--- src/rtl/period_timer_pkg.sv ---
/*
 * Package for the 8-bit period match timer.
 * Holds register indices, field positions, reset values and timing counts.
 * Assumes a plain register port with 8-bit data in the low byte.
 */
package period_timer_pkg;

	// Register indices, word offsets on the plain port
	localparam logic [3:0] ADDR_TIMER_COUNT    = 4'h0;
	localparam logic [3:0] ADDR_PERIOD_VALUE   = 4'h1;
	localparam logic [3:0] ADDR_TIMER_CONTROL  = 4'h2;
	localparam logic [3:0] ADDR_IRQ_CONTROL    = 4'h3;
	localparam logic [3:0] ADDR_LINK_CONTROL   = 4'h4;
	localparam logic [3:0] ADDR_STATUS         = 4'h5;

	// Timer control fields
	localparam int CTRL_PRESCALE_LSB  = 0;
	localparam int CTRL_RUN_BIT       = 2;
	localparam int CTRL_POSTSCALE_LSB = 3;

	// Interrupt control fields
	localparam int IRQ_FLAG_BIT     = 0;
	localparam int IRQ_ENABLE_BIT   = 1;
	localparam int IRQ_PRIORITY_BIT = 2;

	// Link control fields
	localparam int LINK_DISABLE_BIT = 0;
	localparam int LINK_TSEL_LSB    = 1;

	// Reset values
	localparam logic [7:0] COUNT_RESET   = 8'h00;
	localparam logic [7:0] PERIOD_RESET  = 8'hFF;
	localparam logic [6:0] CONTROL_RESET = 7'h00;

	// Prescale select codes
	localparam logic [1:0] PRESCALE_DIV1 = 2'h0;
	localparam logic [1:0] PRESCALE_DIV4 = 2'h1;
	localparam logic [3:0] PRESCALE_MAX4  = 4'h3;
	localparam logic [3:0] PRESCALE_MAX16 = 4'hF;

	// Serial port mode code that selects the timer shift clock
	localparam logic [3:0] SERIAL_MODE_TIMER = 4'h3;

	// Instruction clock is one quarter of the oscillator clock
	localparam logic [1:0] INSTR_DIV_LAST = 2'h3;

	// Timebase select code owned by this timer instance
	localparam logic [1:0] TIMEBASE_OWN = 2'h1;

endpackage : period_timer_pkg

--- src/rtl/scaler_counter.sv ---
/*
 * Wrapping scaler counter with a terminal count input.
 * Assumes clear and advance come from the same clock domain.
 */
`timescale 1ns/1ps
`default_nettype none
module scaler_counter (
	input  wire logic       ref_clk_i,  // System clock
	input  wire logic       sys_rst_i,  // Sync reset, active high
	input  wire logic       clk_en_i,   // Global clock enable
	input  wire logic       clear_i,    // Synchronous clear
	input  wire logic       step_i,     // Advance by one
	input  wire logic [3:0] last_i,     // Terminal count
	output logic            wrap_o,     // Step at terminal, combinational
	output logic      [3:0] count_o     // Current count
);
	typedef struct packed {
		logic [3:0] cnt;
	} scaler_state_t;

	scaler_state_t state_reg;
	scaler_state_t state_next;

	// Next count: clear wins, wrap at terminal
	always_comb begin
		state_next = state_reg;
		wrap_o = step_i && (state_reg.cnt >= last_i);
		if (clear_i) begin
			state_next.cnt = 4'h0;
		end else if (step_i) begin
			state_next.cnt = wrap_o ? 4'h0 : state_reg.cnt + 4'h1;
		end
	end

	// State register
	always_ff @(posedge ref_clk_i) begin
		if (sys_rst_i) begin
			state_reg <= '0;
		end else if (clk_en_i) begin
			state_reg <= state_next;
		end
	end

	assign count_o = state_reg.cnt;
endmodule // scaler_counter
`default_nettype wire

--- src/rtl/sync_level.sv ---
/*
 * Two flip-flop synchroniser for one level.
 * Assumes the input is asynchronous to ref_clk_i.
 */
`timescale 1ns/1ps
`default_nettype none
module sync_level (
	input  wire logic ref_clk_i,  // System clock
	input  wire logic sys_rst_i,  // Sync reset, active high
	input  wire logic async_i,    // Raw level
	output logic      sync_o      // Synchronised level
);
	typedef struct packed {
		logic meta;
		logic sync;
	} sync_state_t;

	sync_state_t state_reg;
	sync_state_t state_next;

	// Shift chain
	always_comb begin
		state_next.meta = async_i;
		state_next.sync = state_reg.meta;
	end

	// Free-running so the chain settles even when frozen
	always_ff @(posedge ref_clk_i) begin
		if (sys_rst_i) begin
			state_reg <= '0;
		end else begin
			state_reg <= state_next;
		end
	end

	assign sync_o = state_reg.sync;
endmodule // sync_level
`default_nettype wire

--- src/rtl/period_match_timer_8bit.sv ---
/*
 * Top of the 8-bit period match timer with prescaler and postscaler.
 * Holds register port, instruction clock divider, count, compare and flag.
 * Assumes the plain register port is driven on ref_clk_i by on-chip logic,
 * and that sleep and serial mode inputs arrive from other domains.
 */
// Local design decisions: the address-and-strobe port and the placing of the registers.
// Overview of operation
// - Timer ticks only on instruction clock, oscillator clock divided by four.
// - Count starts at zero, adds one per prescaler output tick.
// - Four-bit prescaler passes ticks, or divides by four or sixteen.
// - Count compared with period each tick; equality gives match pulse.
// - The matching tick itself clears count and advances the postscaler.
// - Reset clears count and sets period to all ones.
// - Writing count or control clears prescaler and postscaler.
// - All device resets clear both scaler counters.
// - Control write leaves the count unchanged.
// - Postscaler output sets the match flag, which stays latched.
// - Interrupt request only while flag and enable are both set.
// - A priority bit selects the interrupt level.
// - Sixteen postscale ratios chosen by a four-bit field.
// - Unscaled match offered as PWM timebase per unit select field.
// - First instance gives serial shift clock when mode equals 0011.
// - During sleep only the instruction clock divider counts; count and period hold.
// - Module disable holds timer in reset and removes its clock.
// - Software reads count and period at any time, and writes them unless module disable is set.
// - Prescale 00 is one, 01 is four, 1x is sixteen.
// - Postscale value n flags once per n+1 matches.
// - Run bit set lets timer run, cleared stops it.
`timescale 1ns/1ps
`default_nettype none
module period_match_timer_8bit
	import period_timer_pkg::*;
#(
	parameter bit FIRST_INSTANCE = 1'b1  // Instance that may clock the serial port
) (
	input  wire logic       ref_clk_i,          // 100 MHz oscillator clock
	input  wire logic       sys_rst_i,          // Any device reset, sync, high
	input  wire logic       clk_en_i,           // Freezes all state but the input synchronisers when low
	input  wire logic [3:0] reg_addr_i,         // Register index
	input  wire logic [7:0] reg_wdata_i,        // Write data
	input  wire logic       reg_wr_i,           // Write strobe
	input  wire logic       reg_rd_i,           // Read strobe
	input  wire logic       sleep_i,            // Processor sleep, asynchronous
	input  wire logic [3:0] serial_mode_i,      // Serial port mode field, asynchronous
	input  wire logic [1:0] pwm_timebase_sel_i, // PWM unit timebase select, same domain
	output logic      [7:0] reg_rdata_o,        // Read data, cycle after strobe
	output logic            match_o,            // Unscaled match pulse
	output logic            pwm_timebase_o,     // Match routed to the PWM unit
	output logic            shift_clk_o,        // Serial port shift clock
	output logic            irq_o,              // Interrupt request level
	output logic            irq_high_prio_o     // Request uses high priority
);
	typedef struct packed {
		logic [1:0] instr_div;
		logic [7:0] timer_count;
		logic [7:0] period_value;
		logic [1:0] clock_prescale_select;
		logic       timer_run;
		logic [3:0] output_postscale_select;
		logic       match_irq_flag;
		logic       match_irq_enable;
		logic       match_irq_priority;
		logic       first_timer_disable;
		logic       clear_pending;
		logic [7:0] rdata;
		logic       match;
		logic       timebase;
		logic       shift_clk;
		logic       irq;
		logic       irq_prio;
	} timer_state_t;

	timer_state_t state_reg;
	timer_state_t state_next;

	logic       sleep_sync;
	logic [3:0] mode_sync;
	logic       instr_tick;
	logic       active;
	logic       pre_wrap;
	logic       post_wrap;
	logic       scaler_clear;
	logic       is_match;
	logic       wr_count;
	logic       wr_control;
	logic [3:0] pre_last;
	logic [3:0] pre_count;
	logic [3:0] post_count;
	logic [6:0] control_view;

	// Pin-side inputs pass two flip-flops
	sync_level u_sleep_sync (
		.ref_clk_i (ref_clk_i),
		.sys_rst_i (sys_rst_i),
		.async_i   (sleep_i),
		.sync_o    (sleep_sync)
	);

	genvar gi;
	generate
		for (gi = 0; gi < 4; gi++) begin : g_mode_sync
			sync_level u_mode_sync (
				.ref_clk_i (ref_clk_i),
				.sys_rst_i (sys_rst_i),
				.async_i   (serial_mode_i[gi]),
				.sync_o    (mode_sync[gi])
			);
		end
	endgenerate

	// Decoded strobes
	assign wr_count   = reg_wr_i && (reg_addr_i == ADDR_TIMER_COUNT);
	assign wr_control = reg_wr_i && (reg_addr_i == ADDR_TIMER_CONTROL);

	// Timer counts only when on, awake and enabled
	assign active = state_reg.timer_run && !sleep_sync
		&& !state_reg.first_timer_disable;
	assign instr_tick = (state_reg.instr_div == INSTR_DIV_LAST);

	// Prescale decode
	always_comb begin
		pre_last = 4'h0;
		if (state_reg.clock_prescale_select == PRESCALE_DIV1) begin
			pre_last = 4'h0;
		end else if (state_reg.clock_prescale_select == PRESCALE_DIV4) begin
			pre_last = PRESCALE_MAX4;
		end else begin
			pre_last = PRESCALE_MAX16;
		end
	end

	// Scaler clears on count or control writes and module disable; reset clears inside
	assign scaler_clear = wr_count || wr_control
		|| state_reg.first_timer_disable;

	// Prescaler counter on instruction ticks
	scaler_counter u_prescaler (
		.ref_clk_i (ref_clk_i),
		.sys_rst_i (sys_rst_i),
		.clk_en_i  (clk_en_i),
		.clear_i   (scaler_clear),
		.step_i    (instr_tick && active),
		.last_i    (pre_last),
		.wrap_o    (pre_wrap),
		.count_o   (pre_count)
	);

	// Compare on each prescaled tick
	assign is_match = pre_wrap
		&& (state_reg.timer_count == state_reg.period_value);

	// Postscaler counts match pulses
	scaler_counter u_postscaler (
		.ref_clk_i (ref_clk_i),
		.sys_rst_i (sys_rst_i),
		.clk_en_i  (clk_en_i),
		.clear_i   (scaler_clear),
		.step_i    (is_match),
		.last_i    (state_reg.output_postscale_select),
		.wrap_o    (post_wrap),
		.count_o   (post_count)
	);

	assign control_view = {state_reg.output_postscale_select,
		state_reg.timer_run, state_reg.clock_prescale_select};

	// Register file, counting and outputs
	always_comb begin
		state_next = state_reg;
		state_next.clear_pending = 1'b0;
		// Instruction clock divider, held with module disable
		if (state_reg.first_timer_disable) begin
			state_next.instr_div = 2'h0;
		end else begin
			state_next.instr_div = state_reg.instr_div + 2'h1;
		end
		// Count: clear after a match, else step on each prescaled tick
		if (is_match) begin
			state_next.timer_count = COUNT_RESET;
		end else if (pre_wrap) begin
			state_next.timer_count = state_reg.timer_count + 8'h01;
		end
		// Hardware sets the flag
		if (post_wrap) begin
			state_next.match_irq_flag = 1'b1;
		end
		// Software writes
		if (reg_wr_i) begin
			unique case (reg_addr_i)
				ADDR_TIMER_COUNT: begin
					state_next.timer_count = reg_wdata_i;
				end
				ADDR_PERIOD_VALUE: begin
					state_next.period_value = reg_wdata_i;
				end
				ADDR_TIMER_CONTROL: begin
					// Count untouched here
					state_next.clock_prescale_select =
						reg_wdata_i[CTRL_PRESCALE_LSB +: 2];
					state_next.timer_run = reg_wdata_i[CTRL_RUN_BIT];
					state_next.output_postscale_select =
						reg_wdata_i[CTRL_POSTSCALE_LSB +: 4];
				end
				ADDR_IRQ_CONTROL: begin
					// Set from hardware wins over a software clear
					state_next.match_irq_flag = post_wrap
						|| reg_wdata_i[IRQ_FLAG_BIT];
					state_next.match_irq_enable = reg_wdata_i[IRQ_ENABLE_BIT];
					state_next.match_irq_priority = reg_wdata_i[IRQ_PRIORITY_BIT];
				end
				ADDR_LINK_CONTROL: begin
					state_next.first_timer_disable = reg_wdata_i[LINK_DISABLE_BIT];
				end
				default: begin
					state_next.clear_pending = 1'b0;
				end
			endcase
		end
		// Module disable holds timer state in reset
		if (state_reg.first_timer_disable) begin
			state_next.timer_count = COUNT_RESET;
			state_next.period_value = PERIOD_RESET;
			state_next.clock_prescale_select = 2'h0;
			state_next.timer_run = 1'b0;
			state_next.output_postscale_select = 4'h0;
			state_next.match_irq_flag = 1'b0;
		end
		// Read data for the cycle after the strobe
		state_next.rdata = 8'h00;
		if (reg_rd_i) begin
			unique case (reg_addr_i)
				ADDR_TIMER_COUNT:   state_next.rdata = state_reg.timer_count;
				ADDR_PERIOD_VALUE:  state_next.rdata = state_reg.period_value;
				ADDR_TIMER_CONTROL: state_next.rdata = {1'b0, control_view};
				ADDR_IRQ_CONTROL: begin
					state_next.rdata = {5'h00, state_reg.match_irq_priority,
						state_reg.match_irq_enable, state_reg.match_irq_flag};
				end
				ADDR_LINK_CONTROL: begin
					state_next.rdata = {7'h00, state_reg.first_timer_disable};
				end
				ADDR_STATUS:        state_next.rdata = {post_count, pre_count};
				default:            state_next.rdata = 8'h00;
			endcase
		end
		// Registered outputs
		state_next.match = is_match;
		state_next.timebase = is_match
			&& (pwm_timebase_sel_i == TIMEBASE_OWN);
		state_next.shift_clk = FIRST_INSTANCE && is_match
			&& (mode_sync == SERIAL_MODE_TIMER);
		state_next.irq = state_next.match_irq_flag
			&& state_next.match_irq_enable;
		state_next.irq_prio = state_next.match_irq_priority;
	end

	// State register; reset also clears scalers inside submodules
	always_ff @(posedge ref_clk_i) begin
		if (sys_rst_i) begin
			state_reg <= '0;
			state_reg.timer_count <= COUNT_RESET;
			state_reg.period_value <= PERIOD_RESET;
		end else if (clk_en_i) begin
			state_reg <= state_next;
		end
	end

	assign reg_rdata_o     = state_reg.rdata;
	assign match_o         = state_reg.match;
	assign pwm_timebase_o  = state_reg.timebase;
	assign shift_clk_o     = state_reg.shift_clk;
	assign irq_o           = state_reg.irq;
	assign irq_high_prio_o = state_reg.irq_prio;
endmodule // period_match_timer_8bit
`default_nettype wire

--- config.mk ---
export PLATFORM = sky130hd
export DESIGN_NAME = period_match_timer_8bit
export DESIGN_NICKNAME = d
export VERILOG_FILES = /design/src/rtl/period_timer_pkg.sv /design/src/rtl/scaler_counter.sv /design/src/rtl/sync_level.sv /design/src/rtl/period_match_timer_8bit.sv
export SDC_FILE = /design/constraint.sdc
export NUM_CORES = 1
export LEC_CHECK = 0
export CORE_ASPECT_RATIO = 1.4
export CORE_MARGIN = 2
export CORE_UTILIZATION = 43
export CTS_CLUSTER_SIZE = 30
export DETAILED_ROUTE_END_ITERATION = 10
export DONT_BUFFER_PORTS = 1
export GPL_TIMING_DRIVEN = 1
export PLACE_DENSITY_LB_ADDON = 0.2
export REMOVE_ABC_BUFFERS = 1
export SETUP_SLACK_MARGIN = 0.3
export SYNTH_ARGS = -nofsm -noshare
export SYNTH_HDL_FRONTEND = slang
export SYNTH_SLANG_ARGS = --single-unit
--- constraint.sdc ---
create_clock -name ref_clk_i -period 4.9 [get_ports ref_clk_i]
set_input_delay 0.245 -clock ref_clk_i [delete_from_list [all_inputs] [get_ports ref_clk_i]]
set_output_delay 0.245 -clock ref_clk_i [all_outputs]
set_load 0.01 [all_outputs]
* Yosys cells after proc, flatten, opt, wreduce, memory -nomap -nowiden *
Index checks and enable logic that the tools add are counted.

storage, ports and cells
  logic and storage cells = 93
  register bits after elaboration = 59
  output and inout port bits = 13
  input port bits = 24

operators by class
  muxes and demuxes = 21
  reductions and logical operators = 29
  add/sub/neg operators = 4
  equal/unequal tests = 10
  order comparisons = 2

operators with widths
  cell                                                             count
  8-bit one-hot mux with 6 select lines                            1
  8-bit two-way mux                                                5
  4-bit two-way mux                                                8
  28-bit two-way mux                                               1
  24-bit two-way mux                                               1
  4-bit by 2-bit == test with 1-bit output, second input constant  3
  3-bit AND reduction                                              4
  1-bit logical AND                                                11
  2-bit nonzero test                                               5
  4-bit by 1-bit adder with 4-bit output, second input constant    2
  8-bit by 1-bit adder with 8-bit output, second input constant    1
  4-bit by 3-bit == test with 1-bit output, second input constant  2
  8-bit == test                                                    1
  4-bit greater-or-equal comparator                                2
  7-bit two-way mux                                                1
  2-bit by 1-bit == test with 1-bit output, second input constant  2
  4-bit by 1-bit == test with 1-bit output, second input constant  1
  4-bit logical NOT                                                1
  2-bit AND reduction                                              2
  1-bit logical OR                                                 3
  3-bit two-way mux                                                1
  2-bit by 1-bit adder with 2-bit output, second input constant    1
  2-bit == test, second input constant                             1
  1-bit logical NOT                                                2
  3 further kinds                                                  4

* Logic depth before layout (Yosys ltp) *
  word-level depth = 12
  gate-level depth with buffers = 9
  mapped depth without buffers = 8

* Hierarchy *
From an unflattened synthesis, not the netlist that was laid out.

unflattened totals
  cell total of the unflattened synthesis = 380
  area total of the unflattened synthesis = 3224.3 µm²

by module, submodules not included
  module                   seq. area each (µm²)  cells each  instances  area each (µm²)
  period_match_timer_8bit  820.8                 290         1          2331.0
  scaler_counter           80.1                  35          2          315.3
  sync_level               40.0                  4           5          52.6

* Least setup slack after synthesis *
OpenSTA, ideal clock, no wires.

  kind = reg2reg
  from = reg state_reg (netlist bit control_view[0])
  to = reg u_prescaler.state_reg (netlist bit u_prescaler.count_o[2])
  arrival = 2367 ps
  period minus slack after synthesis = 2437 ps
  stages on the path, launching flop included = 9
  slack = 2463 ps
  required time = 4830 ps
  setup time = 70 ps
  path buffers = 1
  path through = dfxtp_1 -> or2_2 -> ha_1 -> nand2b_4 -> a2111oi_4 -> nor2_2 -> buf_6 -> or4b_1 -> a21oi_1

on the way
  cells in the longest elaborated chain, start to end = 8
  elaborated cells on any way between the ends = 9
  classes of those cells = order compare: 1; eq/ne: 1; mux: 5; reduce/logical: 2

ends and longest elaborated chain
  what                                      line                            source
  start: declaration                        period_match_timer_8bit.sv:74   timer_state_t state_reg;
  start signal: assignment                  period_match_timer_8bit.sv:265  state_reg <= state_next;
  2-bit by 1-bit == test with 1-bit output  period_match_timer_8bit.sv:126  end else if (state_reg.clock_prescale_select == PRESCALE_DIV4) begin
  4-bit two-way mux                         period_match_timer_8bit.sv:126
  4-bit two-way mux (*)                     period_match_timer_8bit.sv:124  if (state_reg.clock_prescale_select == PRESCALE_DIV1) begin
  4-bit greater-or-equal comparator (*)     scaler_counter.sv:27            wrap_o = step_i && (state_reg.cnt >= last_i);
  1-bit logical AND (*)                     scaler_counter.sv:27
  4-bit two-way mux (*)                     scaler_counter.sv:31            state_next.cnt = wrap_o ? 4'h0 : state_reg.cnt + 4'h1;
  4-bit two-way mux (*)                     scaler_counter.sv:30            end else if (step_i) begin
  4-bit two-way mux (*)                     scaler_counter.sv:28            if (clear_i) begin
  end signal: assignment                    scaler_counter.sv:40            state_reg <= state_next;
  end: declaration                          scaler_counter.sv:21            scaler_state_t state_reg;

Mark *: on every way between the ends. The rest lies on a longest branch, timed or not. The select of a mux whose other input is x is not followed.
A chain may end at the register's enable or synchronous reset.

* Worst setup path in the final report *
  from = reg state_reg (netlist bit control_view[0])
  to = reg u_postscaler.state_reg (netlist bit u_postscaler.count_o[1])

on the way
  cells in the longest elaborated chain, start to end = 10
  elaborated cells on any way between the ends = 13
  classes of those cells = order compare: 1; eq/ne: 1; mux: 5; reduce/logical: 6

ends and longest elaborated chain
  what                                      line                            source
  2-bit by 1-bit == test with 1-bit output  period_match_timer_8bit.sv:126
  4-bit two-way mux                         period_match_timer_8bit.sv:126
  4-bit two-way mux (*)                     period_match_timer_8bit.sv:124
  4-bit greater-or-equal comparator (*)     scaler_counter.sv:27
  1-bit logical AND (*)                     scaler_counter.sv:27
  1-bit logical AND (*)                     period_match_timer_8bit.sv:151  && (state_reg.timer_count == state_reg.period_value);
  1-bit logical AND                         scaler_counter.sv:27
  4-bit two-way mux                         scaler_counter.sv:31
  4-bit two-way mux                         scaler_counter.sv:30
  4-bit two-way mux                         scaler_counter.sv:28
  end signal: assignment                    scaler_counter.sv:40
  end: declaration                          scaler_counter.sv:21

Marked as above.

==> out/metrics.yaml <==
hold_path:
  hold_path.class: "in2reg"
  holdPathStages: 1
grt:
  grt_overflow: 0
  grt_antenna_before_repair: 0
  grt_pass1_vias: 2635
  grt_max_degree: 50
  grt_usage: 0.2321
  grt_pass1_wl_mm: 14.12
die:
  die_h_um: 105.5
  initial_utilization: 0.4383
  fp.dieW_um: 76.52
  pin_count: 37
  die_area_sq_mm: 0.008074
  rows: 37
  core_area_sq_mm: 0.007222
clock_tree:
  cts_buffers: 9
  cts-htree-levels: 3
  holdBufCountCts: 2
  root_buffer: "clkbuf_8"
  cts.path.max_buffers: 2
  cts_tree: "done"
  cts.sinks: 59
  clkTransAtPathRegs_ns: 0.07
  clkLatencyLatePin_ns: 0.35
  postCtsSetupRepairBufs: 0
  cts_resized: 0
sta:
  finalHoldViolations: 0
  fin_crit_sh: 0.5278
  rsz0062_at_grt: "false"
  tightest_slew_ns: 0.8561
  setup_viol: 0
  finalSetupTns_ns: 0
  timing.final.max_slew_violations: 0
  fmax_ghz: 0.3866
  skew_ns: 0.007039
  fin_crit_ns: 2.586
  slew-limit-headroom: 0.4248
synth:
  synthFlopType: "dfxtp_1"
  async_flop_share: 0
  synth_top_cell_area_share: 0.3731
  synth-seq-cells: 59
  ys_warn_count: 0
  avgSynthCellArea_sq_um: 8.510
  yosysSeqAreaShare: 0.3731
  synth_edf_count: 0
  netlist_area_sq_mm: 0.003166
  synth_area_leaders: "dfxtp_1 37%, nor2_1 6.2%, mux2i_1 5.7%"
  syn_inst: 372
  synthDistinctLibCells: 53
  synth_top_area_cell: "dfxtp_1"
drt:
  drt_iter0_drc: 145
  drt_wl_total_mm: 8.821
  ant_nets: 0
  drc_errors: 0
  avgRoutedWirePerCell_um: 19.22
  vias: 2738
  route.detailed.vias_per_inst: 5.965
  firstDrtPassIters: 4
power:
  peakVddDrop_mv: 0.1681
  power.density_mw_per_mm2: 282.9
  p_leak_nw: 1.279
placement:
  port_buffers: 0
  placed_area_sq_mm: 0.003148
  hpwl_mm: 6.193
  gp_congestion: 0.9268
critical_path:
  cp.required_ns: 5.14
  slowest_delay_ns: 0.55
  critical_path_class: "reg2reg"
  cp_cell_sequence: "or2_2 > ha_1 > nand2b_4 > a2111oi_4 > nor4_2 > buf_4 > o21ai_1 > mux2i_1 > nor2_1"
  crit_path_end_kind: "flip-flop"
  worst_path_max_delay_cell: "a2111oi_4"
  worstRegToRegCells: 9
  cp_max_fo: 11
  start_kind: "flip-flop"
  critPathArrivalTime_ns: 2.82
layout:
  layout-drive-gt1-share: 0.08287
  antenna_cells: 0
  layout-area-overhead-vs-synth_pct: 6.047
  largest_register_ffs: 21
  post-route-cell-area_sq_mm: 0.003357
  finish.net_count: 394
run:
  drv_cap: 0
run_status:
  status: "finished clean"
final timing paths:
check | slack, ns | end | startpoint
worst max register to register | 2.31 | u_postscaler.count_o[1] | control_view[0]
worst min register to register | 0.44 | g_mode_sync[2].u_mode_sync.sync_o | g_mode_sync[2].u_mode_sync.state_next[0]
worst max-delay path | 2.31 | u_postscaler.count_o[1] | control_view[0]
worst min-delay path | 0.03 | g_mode_sync[3].u_mode_sync.state_next[0] | serial_mode_i[3]
final cells by class:
type,instances,area (sq um)
timing repair buffer,3,37.54
sequential,59,1181
tap,97,121.4
fill,747,3865
inverter,11,41.29
clock buffer,13,168.9
clock inverter,2,10.01
multi-input combinational,274,1797
cells in the final DEF, fill, tap and decap left out, types with 2 or more instances in the layout:
master    instances
inv_1            11
mux2_2            5
a21oi_1          22
nor2_1           52
nor2_2            2
ha_1             12
a31oi_1           3
a32oi_1           2
mux2i_1          18
dfxtp_1          59
o21ai_0           7
clkinv_2          2
nand4_1           7
a22oi_1          21
xnor2_1           8
o21bai_1          9
xor2_1            4
o22ai_1           8
a221oi_1          2
nor4_1            2
nor2b_1          16
or2_2             3
nand4b_1          2
nand3_1           7
a211oi_1          2
o21ai_1           3
nand2b_1          4
nor3_1            8
clkbuf_8         12
nor3b_1           3
nand2_1          21
o31ai_1           2
metrics by stage:
| step | utilization | setup slack [ns] | std cells | power [mW] | hold slack, ns |
|---|---|---|---|---|---|
| 4_1_cts | 0.4648 | 2.331 | 459 | 0.9617 | 0.01291 |
| 2_1_floorplan | - | 2.420 | 344 | 0.5361 | 0.3141 |
| 3_5_place_dp | 0.4359 | 2.336 | 442 | 0.5464 | 0.3229 |
| 3_3_place_gp | 0.4359 | 2.390 | 442 | 0.5454 | 0.3213 |
| 6_report | 0.4648 | 2.314 | 459 | 0.9498 | 0.02551 |
| 5_1_grt | 0.4648 | 2.145 | 459 | 0.9924 | 0.01087 |
layer usage:
| metal | wire (um) | share of wire | vias to the layer above | track usage |
|---|---|---|---|---|
| met5 | 0 | 0 | - | 0 |
| met1 | 3570 | 0.40 | 1318 | 0.2633 |
| met4 | 455 | 0.052 | 0 | 0.1636 |
| met3 | 552 | 0.063 | 27 | 0.07363 |
| li1 | - | - | 1303 | - |
| met2 | 4242 | 0.48 | 90 | 0.3679 |
worst max-delay path, delay by kind of cell (launching register included):
| kind | cells | cell delay, ns |
|---|---|---|
| AOI/OAI and AO/OA | 2 | 0.83 |
| and+or+nand+nor | 4 | 0.62 |
| DFF | 1 | 0.32 |
| adders and majority gates | 1 | 0.27 |
| muxes | 1 | 0.22 |
| buffers and inverters | 1 | 0.21 |
kinds of logic (layout without fill, tap and decap cells):
| group | Yosys count | count (layout) | share of synthesized area |
|---|---|---|---|
| adders and majority gates | 12 | 12 | 0.04743 |
| muxes | 23 | 23 | 0.07470 |
| and+or+nand+nor | 137 | 137 | 0.2186 |
| xor gates and xnor gates | 12 | 12 | 0.03320 |
| AOI/OAI and AO/OA | 90 | 90 | 0.1937 |
| DFF | 59 | 59 | 0.3731 |
| buffers and inverters | 39 | 29 | 0.05929 |
synth_stat cells (all sizes together), types with 4 or more instances:
cell	instances
clkbuf	15
dfxtp	59
o22ai	8
nor3	8
a22oi	21
buf	13
nand2b	5
mux2i	18
o21ai	10
ha	12
nand3	7
xnor2	8
mux2	5
nand4	7
nand2	21
o21bai	9
nor2	54
inv	11
xor2	4
nor2b	16
a21oi	22
power breakdown:
part	total (mW)	switching [mW]	leakage, nW	internal, mW
clock network	0.405	0.184	0.0953	0.220
registers	0.491	0.00456	0.478	0.487
logic	0.0536	0.0312	0.706	0.0224
No activity file was read; power rests on OpenSTA's default activity.
